<file path="src/hw/rmsc_defs.vh">
// Constants for the reset and operating-mode control block
`ifndef RMSC_DEFS_VH
`define RMSC_DEFS_VH

// ----------------------------------------------------------------
// Register offsets (byte addresses, 8-bit bus address)
// ----------------------------------------------------------------
`define RMSC_ADDR_CTRL      8'h00
`define RMSC_ADDR_STATUS    8'h04

// ----------------------------------------------------------------
// Control register fields
// ----------------------------------------------------------------
`define RMSC_CTRL_CLKOUT_GPIO   0
`define RMSC_CTRL_USE_MASTER    1
`define RMSC_CTRL_PCLK_EN       2
`define RMSC_CTRL_WIDTH         3
`define RMSC_CTRL_RESET         3'h0

// ----------------------------------------------------------------
// Status register fields
// ----------------------------------------------------------------
`define RMSC_STAT_MODE_LO       0
`define RMSC_STAT_BOOT_8BIT     2
`define RMSC_STAT_TRISTATE      3
`define RMSC_STAT_PORT_SEL      4
`define RMSC_STAT_CAUSE_EXT     5
`define RMSC_STAT_CAUSE_WDOG    6
`define RMSC_STAT_IN_RESET      7
`define RMSC_STAT_ICE_MODE      8

// ----------------------------------------------------------------
// Operating modes {op_select0, op_select1}
// ----------------------------------------------------------------
`define RMSC_MODE_ONCHIP_OSC    2'h0
`define RMSC_MODE_BSCAN         2'h1
`define RMSC_MODE_EXT_CLOCK     2'h2
`define RMSC_MODE_TEST          2'h3

// ----------------------------------------------------------------
// Timing counts in slow-clock cycles
// ----------------------------------------------------------------
`define RMSC_STRAP_WINDOW       10
`define RMSC_WDOG_HOLD          4'hA

// ----------------------------------------------------------------
// Bus responses
// ----------------------------------------------------------------
`define RMSC_RESP_OKAY          2'h0
`define RMSC_RESP_SLVERR        2'h2

`endif

</file>
<file path="src/hw/rmsc_rst_sync.v">
// Reset release synchroniser: asynchronous entry, release on slow-clock edges
`timescale 1ns/1ps
`default_nettype none

module rmsc_rst_sync
(
    // Clock and resets
    input  wire clk,
    input  wire arst_n,
    input  wire srst,
    // Slow clock rising-edge strobe
    input  wire slow_edge,
    // Released level, low while held
    output wire released
);

    reg stage1_q;
    reg stage2_q;

    // Entry is immediate on the pin; release walks two slow-clock stages
    always @(posedge clk or negedge arst_n)
    begin
        if (!arst_n)
        begin
            stage1_q <= 1'b0;
            stage2_q <= 1'b0;
        end
        else if (srst)
        begin
            stage1_q <= 1'b0;
            stage2_q <= 1'b0;
        end
        else if (slow_edge)
        begin
            stage1_q <= 1'b1;
            stage2_q <= stage1_q;
        end
    end

    assign released = stage2_q;

endmodule

`default_nettype wire

</file>
<file path="src/hw/rmsc_top.v">
// Chip reset, operating-mode decode, strap capture and test-reset routing
//
// Our own choices: the register addresses and the AXI4-Lite register port.
`timescale 1ns/1ps
`default_nettype none
`include "rmsc_defs.vh"

module rmsc_top
(
    // Clock and power-on reset
    input  wire        CLK,
    input  wire        RESET,
    // Board pins
    input  wire        EXT_RESET_N,
    input  wire        TEST_PORT_RESET_N,
    input  wire        OP_SELECT0,
    input  wire        OP_SELECT1,
    input  wire        OSC_INPUT_PIN,
    input  wire        ONCHIP_OSC_CLK,
    input  wire        BOOT_WIDTH_STRAP,
    input  wire        TRISTATE_STRAP_N,
    input  wire        TEST_PORT_SELECT,
    input  wire        WDOG_RESET,
    // AXI4-Lite write channels
    input  wire [7:0]  S_AXI_AWADDR,
    input  wire        S_AXI_AWVALID,
    output reg         S_AXI_AWREADY,
    input  wire [31:0] S_AXI_WDATA,
    input  wire [3:0]  S_AXI_WSTRB,
    input  wire        S_AXI_WVALID,
    output reg         S_AXI_WREADY,
    output reg  [1:0]  S_AXI_BRESP,
    output reg         S_AXI_BVALID,
    input  wire        S_AXI_BREADY,
    // AXI4-Lite read channels
    input  wire [7:0]  S_AXI_ARADDR,
    input  wire        S_AXI_ARVALID,
    output reg         S_AXI_ARREADY,
    output reg  [31:0] S_AXI_RDATA,
    output reg  [1:0]  S_AXI_RRESP,
    output reg         S_AXI_RVALID,
    input  wire        S_AXI_RREADY,
    // Chip-level reset controls
    output reg         CPU_RESET,
    output reg         PERIPH_REG_RESET,
    output reg         EXT_BUS_ADDR_LOW,
    output reg         PERIPH_CLK_EN,
    output reg         PERIPH_IO_FORCE_INPUT,
    // Clocking
    output reg         SLOW_CLOCK,
    output reg         USE_MASTER_CLOCK,
    output reg         CLOCK_OUT_PIN,
    output reg         CLOCK_OUT_IS_GPIO,
    // Mode and strap results
    output reg         MODE_ONCHIP_OSC,
    output reg         MODE_BSCAN,
    output reg         MODE_EXT_CLOCK,
    output reg         MODE_TEST,
    output reg         ICE_MODE,
    output reg         BSCAN_INSTR_EN,
    output reg         CORE_ID_NONCOMPLIANT,
    output reg         BOOT_8BIT,
    output reg         OUTPUTS_HIZ,
    // Test access port resets
    output reg         TAP_BSCAN_RESET,
    output reg         TAP_ICE_RESET
);

    // ----------------------------------------------------------------
    // Helpers
    // ----------------------------------------------------------------
    function [1:0] reg_sel;
        input [7:0] addr;
        begin
            if (addr == `RMSC_ADDR_CTRL)
                reg_sel = 2'h1;
            else if (addr == `RMSC_ADDR_STATUS)
                reg_sel = 2'h2;
            else
                reg_sel = 2'h0;
        end
    endfunction

    // ----------------------------------------------------------------
    // Slow clock selection and edge detect
    // ----------------------------------------------------------------
    wire [1:0] pin_mode = {OP_SELECT0, OP_SELECT1};
    wire       slow_lvl = (pin_mode == `RMSC_MODE_EXT_CLOCK) ?
                          OSC_INPUT_PIN : ONCHIP_OSC_CLK;
    reg        slow_q;
    wire       slow_edge = slow_lvl & ~slow_q;

    // No watchdog on the slow clock itself: a stopped clock just freezes
    always @(posedge CLK)
    begin
        if (RESET)
            slow_q <= 1'b0;
        else
            slow_q <= slow_lvl;
    end

    // ----------------------------------------------------------------
    // External reset release and watchdog reset
    // ----------------------------------------------------------------
    wire       ext_released;
    reg  [3:0] wd_cnt_q;
    reg        ext_pin_q;
    wire       ext_rise = EXT_RESET_N & ~ext_pin_q;

    rmsc_rst_sync u_rst_sync
    (
        .clk       (CLK),
        .arst_n    (EXT_RESET_N),
        .srst      (RESET),
        .slow_edge (slow_edge),
        .released  (ext_released)
    );

    always @(posedge CLK)
    begin
        if (RESET || !ext_released)
            wd_cnt_q <= 4'h0;
        else if (WDOG_RESET)
            wd_cnt_q <= `RMSC_WDOG_HOLD;
        else if (slow_edge && wd_cnt_q != 4'h0)
            wd_cnt_q <= wd_cnt_q - 4'h1;
    end

    wire in_reset = RESET | ~ext_released | (wd_cnt_q != 4'h0);

    // ----------------------------------------------------------------
    // Reset-domain outputs: set at once by the pin, cleared on release
    // ----------------------------------------------------------------
    reg [`RMSC_CTRL_WIDTH-1:0] ctrl_q;

    always @(posedge CLK or negedge EXT_RESET_N)
    begin
        if (!EXT_RESET_N)
        begin
            CPU_RESET             <= 1'b1;
            PERIPH_REG_RESET      <= 1'b1;
            EXT_BUS_ADDR_LOW      <= 1'b1;
            PERIPH_CLK_EN         <= 1'b0;
            PERIPH_IO_FORCE_INPUT <= 1'b1;
        end
        else
        begin
            CPU_RESET             <= in_reset;
            PERIPH_REG_RESET      <= in_reset;
            EXT_BUS_ADDR_LOW      <= in_reset;
            PERIPH_CLK_EN         <= ~in_reset & ctrl_q[`RMSC_CTRL_PCLK_EN];
            PERIPH_IO_FORCE_INPUT <= in_reset;
        end
    end

    // ----------------------------------------------------------------
    // Strap capture over the last slow cycles before release
    // ----------------------------------------------------------------
    reg [`RMSC_STRAP_WINDOW-1:0] boot_hist_q;
    reg [`RMSC_STRAP_WINDOW-1:0] tri_hist_q;
    reg [`RMSC_STRAP_WINDOW-1:0] fill_q;
    reg                          boot_q;
    reg                          tri_q;
    reg                          port_sel_q;
    reg [1:0]                    mode_q;
    reg                          cause_ext_q;
    reg                          cause_wd_q;

    // Histories shift on every slow edge while the pin is held low
    genvar gi;
    generate
        for (gi = 0; gi < `RMSC_STRAP_WINDOW; gi = gi + 1)
        begin : g_hist
            localparam integer prev_bit = (gi > 0) ? gi - 1 : 0;
            always @(posedge CLK)
            begin
                if (RESET || ext_rise)
                begin
                    fill_q[gi]      <= 1'b0;
                    boot_hist_q[gi] <= 1'b0;
                    tri_hist_q[gi]  <= 1'b0;
                end
                else if (!EXT_RESET_N && slow_edge)
                begin
                    fill_q[gi]      <= (gi == 0) ? 1'b1 : fill_q[prev_bit];
                    boot_hist_q[gi] <= (gi == 0) ? BOOT_WIDTH_STRAP : boot_hist_q[prev_bit];
                    tri_hist_q[gi]  <= (gi == 0) ? TRISTATE_STRAP_N : tri_hist_q[prev_bit];
                end
            end
        end
    endgenerate

    // Only the pin's rising edge updates the strap and mode latches; watchdog sets only the cause flags
    always @(posedge CLK)
    begin
        ext_pin_q <= RESET ? 1'b1 : EXT_RESET_N;
        if (RESET)
        begin
            boot_q      <= 1'b0;
            tri_q       <= 1'b0;
            port_sel_q  <= 1'b0;
            mode_q      <= `RMSC_MODE_ONCHIP_OSC;
            cause_ext_q <= 1'b1;
            cause_wd_q  <= 1'b0;
        end
        else
        begin
            if (ext_rise)
            begin
                boot_q     <= boot_hist_q[0];
                tri_q      <= (&fill_q) & ~(|tri_hist_q);
                port_sel_q <= TEST_PORT_SELECT;
                mode_q     <= pin_mode;
            end
            if (!EXT_RESET_N)
            begin
                cause_ext_q <= 1'b1;
                cause_wd_q  <= 1'b0;
            end
            else if (WDOG_RESET && ext_released)
            begin
                cause_ext_q <= 1'b0;
                cause_wd_q  <= 1'b1;
            end
        end
    end

    // ----------------------------------------------------------------
    // Mode, clock and test-port outputs
    // ----------------------------------------------------------------
    always @(posedge CLK)
    begin
        if (RESET)
        begin
            SLOW_CLOCK           <= 1'b0;
            USE_MASTER_CLOCK     <= 1'b0;
            CLOCK_OUT_PIN        <= 1'b0;
            CLOCK_OUT_IS_GPIO    <= 1'b0;
            MODE_ONCHIP_OSC      <= 1'b1;
            MODE_BSCAN           <= 1'b0;
            MODE_EXT_CLOCK       <= 1'b0;
            MODE_TEST            <= 1'b0;
            ICE_MODE             <= 1'b1;
            BSCAN_INSTR_EN       <= 1'b0;
            CORE_ID_NONCOMPLIANT <= 1'b1;
            BOOT_8BIT            <= 1'b0;
            OUTPUTS_HIZ          <= 1'b0;
            TAP_BSCAN_RESET      <= 1'b1;
            TAP_ICE_RESET        <= 1'b1;
        end
        else
        begin
            SLOW_CLOCK           <= slow_lvl;
            USE_MASTER_CLOCK     <= ctrl_q[`RMSC_CTRL_USE_MASTER];
            CLOCK_OUT_IS_GPIO    <= ctrl_q[`RMSC_CTRL_CLKOUT_GPIO];
            CLOCK_OUT_PIN        <= ctrl_q[`RMSC_CTRL_CLKOUT_GPIO] ? 1'b0 : slow_lvl;
            MODE_ONCHIP_OSC      <= mode_q == `RMSC_MODE_ONCHIP_OSC;
            MODE_BSCAN           <= mode_q == `RMSC_MODE_BSCAN;
            MODE_EXT_CLOCK       <= mode_q == `RMSC_MODE_EXT_CLOCK;
            MODE_TEST            <= mode_q == `RMSC_MODE_TEST;
            ICE_MODE             <= ~mode_q[0];
            BSCAN_INSTR_EN       <= mode_q == `RMSC_MODE_BSCAN;
            CORE_ID_NONCOMPLIANT <= ~mode_q[0];
            BOOT_8BIT            <= boot_q;
            OUTPUTS_HIZ          <= tri_q;
            // Test reset only; the external reset never reaches these
            TAP_BSCAN_RESET      <= ~TEST_PORT_RESET_N & port_sel_q;
            TAP_ICE_RESET        <= ~TEST_PORT_RESET_N & ~port_sel_q;
        end
    end

    // ----------------------------------------------------------------
    // AXI4-Lite slave
    // ----------------------------------------------------------------
    reg        aw_got_q;
    reg        w_got_q;
    reg [7:0]  aw_addr_q;
    reg [31:0] w_data_q;
    reg        w_lane0_q;
    wire       aw_take = S_AXI_AWVALID & S_AXI_AWREADY;
    wire       w_take  = S_AXI_WVALID & S_AXI_WREADY;
    wire       have_aw = aw_got_q | aw_take;
    wire       have_w  = w_got_q | w_take;
    wire [7:0] wr_addr = aw_got_q ? aw_addr_q : S_AXI_AWADDR;
    wire [31:0] wr_data = w_got_q ? w_data_q : S_AXI_WDATA;
    wire       wr_lane0 = w_got_q ? w_lane0_q : S_AXI_WSTRB[0];
    wire       wr_fire = have_aw & have_w & ~S_AXI_BVALID;
    wire [1:0] wr_sel  = reg_sel(wr_addr);
    wire [1:0] rd_sel  = reg_sel(S_AXI_ARADDR);

    wire [31:0] status_word = {23'h0, ICE_MODE, in_reset, cause_wd_q, cause_ext_q,
                               port_sel_q, tri_q, boot_q, mode_q};

    // Control register is a peripheral register: any reset clears it
    always @(posedge CLK)
    begin
        if (in_reset)
            ctrl_q <= `RMSC_CTRL_RESET;
        else if (wr_fire && wr_sel == 2'h1 && wr_lane0)
            ctrl_q <= wr_data[`RMSC_CTRL_WIDTH-1:0];
    end

    always @(posedge CLK)
    begin
        if (RESET)
        begin
            aw_got_q      <= 1'b0;
            w_got_q       <= 1'b0;
            aw_addr_q     <= 8'h00;
            w_data_q      <= 32'h0000_0000;
            w_lane0_q     <= 1'b0;
            S_AXI_AWREADY <= 1'b0;
            S_AXI_WREADY  <= 1'b0;
            S_AXI_BVALID  <= 1'b0;
            S_AXI_BRESP   <= `RMSC_RESP_OKAY;
            S_AXI_ARREADY <= 1'b0;
            S_AXI_RVALID  <= 1'b0;
            S_AXI_RRESP   <= `RMSC_RESP_OKAY;
            S_AXI_RDATA   <= 32'h0000_0000;
        end
        else
        begin
            if (aw_take)
            begin
                aw_addr_q <= S_AXI_AWADDR;
            end
            if (w_take)
            begin
                w_data_q  <= S_AXI_WDATA;
                w_lane0_q <= S_AXI_WSTRB[0];
            end
            if (wr_fire)
            begin
                aw_got_q     <= 1'b0;
                w_got_q      <= 1'b0;
                S_AXI_BVALID <= 1'b1;
                S_AXI_BRESP  <= (wr_sel == 2'h0) ? `RMSC_RESP_SLVERR : `RMSC_RESP_OKAY;
            end
            else
            begin
                aw_got_q <= have_aw;
                w_got_q  <= have_w;
                if (S_AXI_BVALID && S_AXI_BREADY)
                    S_AXI_BVALID <= 1'b0;
            end
            // Ready one cycle after idle, dropped while a write is pending
            S_AXI_AWREADY <= ~have_aw & ~S_AXI_AWREADY & ~S_AXI_BVALID;
            S_AXI_WREADY  <= ~have_w & ~S_AXI_WREADY & ~S_AXI_BVALID;

            if (S_AXI_ARVALID && S_AXI_ARREADY)
            begin
                S_AXI_ARREADY <= 1'b0;
                S_AXI_RVALID  <= 1'b1;
                case (rd_sel)
                    2'h1:
                    begin
                        S_AXI_RDATA <= {29'h0, ctrl_q};
                        S_AXI_RRESP <= `RMSC_RESP_OKAY;
                    end
                    2'h2:
                    begin
                        S_AXI_RDATA <= status_word;
                        S_AXI_RRESP <= `RMSC_RESP_OKAY;
                    end
                    default:
                    begin
                        S_AXI_RDATA <= 32'h0000_0000;
                        S_AXI_RRESP <= `RMSC_RESP_SLVERR;
                    end
                endcase
            end
            else if (S_AXI_RVALID)
            begin
                if (S_AXI_RREADY)
                    S_AXI_RVALID <= 1'b0;
            end
            else
            begin
                S_AXI_ARREADY <= ~S_AXI_ARREADY;
            end
        end
    end

endmodule

`default_nettype wire

</file>
<file path="config.mk">
export PLATFORM = sky130hd
export DESIGN_NAME = rmsc_top
export DESIGN_NICKNAME = d
export VERILOG_FILES = /design/src/hw/rmsc_rst_sync.v /design/src/hw/rmsc_top.v
export VERILOG_INCLUDE_DIRS = /design/src /design/src/hw
export SDC_FILE = /design/constraint.sdc
export NUM_CORES = 1
export LEC_CHECK = 0
export BUFFER_PORTS_ARGS = -buffer_cell sky130_fd_sc_hd__buf_2
export CAP_MARGIN = 20
export CORE_UTILIZATION = 45
export DETAILED_ROUTE_END_ITERATION = 16
export PLACE_DENSITY = 0.71
export SLEW_MARGIN = 20
export SYNTH_ARGS = -nofsm -noshare
export SYNTH_HDL_FRONTEND = slang
export SYNTH_SLANG_ARGS = --single-unit
</file>
<file path="constraint.sdc">
create_clock -name CLK -period 3.27 [get_ports CLK]
set_input_delay 0.654 -clock CLK [delete_from_list [all_inputs] [get_ports CLK]]
set_output_delay 0.654 -clock CLK [all_outputs]
set_load 0.03 [all_outputs]
</file>
# --- Word level (Yosys, flattened, before mapping) ---
# Index checks and enable logic that the tools add are counted.
totals:
  ff_bits: 108
  input_bits: 69
  output_inout_bits: 61
op_classes:
  addsub: 1
  n_eq_ne: 9
  muxes: 22
  bitwise: 33
  reduce_logical: 27
ops:
  columns: ["op", "n"]
  rows:
  - ["$pmux 9 s2", 1]
  - ["$eq 8x3->1 const B", 2]
  - ["$logic_not 8->1", 2]
  - ["$not 1->1", 15]
  - ["$and 1x1->1", 14]
  - ["$mux 2", 6]
  - ["$reduce_or 2->1", 6]
  - ["$mux 1", 11]
  - ["$reduce_and 10->1", 1]
  - ["$reduce_or 10->1", 1]
  - ["$eq 2x2->1 const B", 4]
  - ["$mux 4", 2]
  - ["$mux 8", 1]
  - ["$logic_and 1x1->1", 7]
  - ["$eq 2x1->1 const B", 3]
  - ["$reduce_bool 2->1", 3]
  - ["$logic_not 2->1", 2]
  - ["$or 1x1->1", 4]
  - ["$reduce_bool 4->1", 1]
  - ["$sub 4x1->4 const B", 1]
  - ["$mux 3", 1]
  - ["$logic_not 1->1", 2]
  - ["$logic_or 1x1->1", 2]

# --- Logic depth before layout (Yosys ltp) ---
depth:
  depth_word: 7
  mapped_depth: 7

# --- Modules after synthesis ---
# From an unflattened synthesis, not the netlist that was laid out.
hier_totals:
  hier_cells: 337
  area_unflattened_um2: 3350.7
by_module_without_submodules:
  columns: ["module", "instances", "cells_per_inst", "area_each_um2"]
  rows:
  - ["rmsc_top", 1, 331, 3279.4]
  - ["rmsc_rst_sync", 1, 6, 71.3]

# --- Worst setup path before layout ---
# Ideal clock, no wire load.
synth_timing:
  kind: "input-to-reg"
  startpoint: "input S_AXI_AWVALID"
  endpoint: "register ctrl_q[2]"
  setup_ns: 0.121
  arrival_time_ns: 1.696
  required_time_ns: 3.149
  setup_slack_ns: 1.453
  cell_stages: 6
  path_buffers: 1
  cell_sequence: "buf_6 > a21oi_2 > or3_4 > a21oi_4 > nand2_2 > mux2_4"
synth_between:
  elab_chain_len: 6
synth_lines:
  columns: ["element", "line_no", "rtl"]
  rows:
  - ["start, declared", "rmsc_top.v:26", "input wire S_AXI_AWVALID,"]
  - ["$and 1x1->1", "rmsc_top.v:280", "wire aw_take = S_AXI_AWVALID & S_AXI_AWREADY;"]
  - ["$or 1x1->1", "rmsc_top.v:282", "wire have_aw = aw_got_q | aw_take;"]
  - ["$and 1x1->1 (2 in a row)", "rmsc_top.v:287", "wire wr_fire = have_aw & have_w & ~S_AXI_BVALID;"]
  - ["$logic_and 1x1->1 (2 in a row)", "rmsc_top.v:299", "else if (wr_fire && wr_sel == 2'h1 && wr_lane0)"]
  - ["end signal, assigned", "rmsc_top.v:298", "ctrl_q <= `RMSC_CTRL_RESET;"]
  - ["end signal, assigned", "rmsc_top.v:300", "ctrl_q <= wr_data[`RMSC_CTRL_WIDTH-1:0];"]
  - ["end, declared", "rmsc_top.v:134", "reg [`RMSC_CTRL_WIDTH-1:0] ctrl_q;"]
# No other way between the ends.
# A chain may end at the register's enable or synchronous reset.

# --- Worst setup path in the final report ---
layout_timing:
  startpoint: "register S_AXI_AWREADY"
  endpoint: "output S_AXI_AWREADY"
layout_lines:
  columns: ["element", "line_no", "rtl"]
  rows:
  - ["start, declared", "rmsc_top.v:27", "output reg S_AXI_AWREADY,"]
  - ["start signal, assigned", "rmsc_top.v:347", "S_AXI_AWREADY <= ~have_aw & ~S_AXI_AWREADY & ~S_AXI_BVALID;"]
# No word-level cell between the ends.

==> impl_metrics.tcl <==
set metrics [dict create \
    yosys-top-cells-area "dfxtp_1, mux2i_1, buf_4, nor2_1, a21oi_1" \
    holdCritPathClass "primary input to async pin" \
    cpLargestDelayFamily "flip-flops" \
    wl_per_cell_um 11.8 \
    worstReg2RegStart "S_AXI_AWREADY$_SDFF_PP0_" \
    hold_buffers 0 \
    syn_inst 343 \
    cp-start-kind "register" \
    grt_use_met2 0.256 \
    ant_nets 0 \
    start_util 0.463 \
    yosys_warnings 0 \
    fin_ws_ps 1460 \
    cp_data_required_time_ps 2620 \
    gr-usage-met1 0.219 \
    area_growth_pct 14.8 \
    globalplace.congestion 0.751 \
    synth_top_area_frac 0.474 \
    drive_above_1_share 0.246 \
    pre_cts_slack_ps 1140 \
    wirelength_mm 6.08 \
    timing.critical_path.buf_inv 1 \
    status "complete, no violations" \
    synth_area_per_cell_um2 9.73 \
    fin_total_pwr_uw 2010 \
    critical_path_arrival_ps 1160 \
    rows 31 \
    rsz0062_at_grt "no" \
    synth_top_cell_by_area "dfxtp_1" \
    relSlewSlack 0.501 \
    die_w_um 88.1 \
    fin_crit_ps 1810 \
    r2r_cells 5 \
    clk_path_buf_depth 2 \
    crit_chain "buf_2" \
    timing.rr.end "ctrl_q[2]$_SDFFE_PP0P_" \
    vdd_ir_drop_max_mv 0.217 \
    drc 0 \
    via_count 2444 \
    p_leak_uw 0.00162 \
    nNetsFinal 479 \
    ys.flop_type "dfxtp_1" \
    finalCritPeriodShare 0.555 \
    hold_ws_ps 144 \
    cts_resized 0 \
    path_clk_slew_ps 80 \
    power.density_nw_per_um2 526 \
    core-area_um2 7210 \
    grt-busiest-layer "met2" \
    portBuffers 72 \
    cts_sinks 83 \
    grt_use_met3 0.0386 \
    numCtsBuffers 9 \
    slew_viol_final 0 \
    grt_pass1_wl_mm 9.73 \
    die_h_um 88.1 \
    viasPerCell 4.76 \
    dr.first_iter.drc_count 98 \
    dp.final_hpwl_mm 4.45 \
    reg2reg_slack_ps 1530 \
    grt-ovfl-total 0 \
    cts_tree "yes" \
    cts_max_level 3 \
    drtPass1Iterations 4 \
    finalHoldViolCount 0 \
    ys_async_sr_fraction 0.0482 \
    root_buffer "clkbuf_8" \
    ys_ff_latch 83 \
    ys_seq_area_frac 0.504 \
    tns_ps 0 \
    netlist_area_um2 3340 \
    synth-edff-count 0 \
    antennaDiodeCount 0 \
    setup_viol 0 \
    critPathMaxStageDelay_ps 550 \
    grtUsageTotal 0.163 \
    grt_max_degree 34 \
    grt_pass1_vias 2132 \
    drv_cap 0 \
    antenna_found_initial 0 \
    io_pins 130 \
    crit_slowest_cell "dfxtp_1" \
    worstPathMaxFanout 12 \
    endpoint_kind "primary output" \
    fin_skew_ps 8.92 \
    dieArea_um2 7770 \
    post_cts_buffers 0 \
    criticalPathCategory "register to primary output" \
    worst_slew_pin_slew_ps 748 \
    clk_latency_ps 340 \
    maxClockFrequency_ghz 0.551 \
    synth.distinct_cells 46 \
]
-- power by group --
group	internal, µW	switching (µW)	total (µW)	leakage [µW]
clock network	373	343	716	0.0000926
registers	1040	32.0	1070	0.000692
logic	72.0	152	224	0.000835
total	1490	527	2010	0.00162
-- logic make-up after synthesis --
family                     Yosys count  share of synthesized area
AOI/OAI and AO/OA                   44                     0.0915
xor gates and xnor gates             3                    0.00787
adders and majority gates            1                    0.00375
buffers and inverters               48                     0.0945
DFF                                 83                      0.504
muxes                               34                      0.104
other                                1                    0.00112
and+or+nand+nor                    129                      0.193
-- placed cells by master (no fill, tap or decap), types with 3 or more instances in the layout --
master and count:
a21oi_1 21, a22o_1 7, buf_2 72, clkbuf_8 10, conb_1 25, dfrtp_1 3, dfxtp_1 79, inv_1 5
mux2i_1 31, nand2_1 23, nand2b_1 8, nand3_1 14, nor2_1 43, nor2b_1 5, nor3_1 11, nor4_1 6
nor4bb_1 3
-- synth_stat cells, drive strengths merged (2+ instances only) --
library cell and number:
mux2i 31, nand3 14, nand4 2, nor2 43
and2 2, and3 2, a21oi 24, xnor2 2
nor3b 2, a22o 7, nor2b 5, a21o 2
nor3 12, dfxtp 79, nand2 24, nand2b 8
clkbuf 7, o21ai 2, dfrtp 3, mux2 3
o21a 2, nor4b 2, inv 5, buf 36
o21bai 2, nor4bb 3, a31oi 2, nor4 6
-- sequential cells by signal, summed over array words and instances, names as in the netlist, 2 cells and up --
register and flops:
w_data_q 3, S_AXI_RDATA 9, mode_q 2, fill_q 10, aw_addr_q 8, tri_hist_q 10, ctrl_q 3, wd_cnt_q 4
-- area by class of cell --
class                      instances  area, µm²
fill                             690       3380
sequential                        83       1680
multi-input combinational        236       1440
timing repair buffer              74        375
clock buffer                      12        145
tap                               99        124
clock inverter                     4       50.0
inverter                           5       18.8
-- through the flow --
stage,cells,instance area [µm²],utilization
after floorplan,367,3430,-
after global placement,497,3640,0.504
after detailed placement,497,3640,0.504
after CTS,513,3830,0.531
after global routing,513,3830,0.531
final,513,3830,0.531
-- worst max path at each step --
stage / from / end / cells past startpoint
final: S_AXI_AWREADY$_SDFF_PP0_ / S_AXI_AWREADY / 1
after global routing: RESET / boot_hist_q[0]$_SDFFE_PP0P_ / 3
after CTS: S_AXI_AWREADY$_SDFF_PP0_ / S_AXI_AWREADY / 1
after detailed placement: RESET / ctrl_q[2]$_SDFFE_PP0P_ / 5
after global placement: OP_SELECT1 / fill_q[5]$_SDFFE_PP0P_ / 7
after floorplan: S_AXI_AWVALID / ctrl_q[2]$_SDFFE_PP0P_ / 6
-- layer usage --
layer	routed length, µm	part of all wire	up-vias
met5	0	0	-
met2	2740	0.45	81
li1	-	-	1250
met1	2920	0.48	1107
met4	69	0.011	0
met3	350	0.058	6
Note: power is estimated with default switching activity, not from simulation.
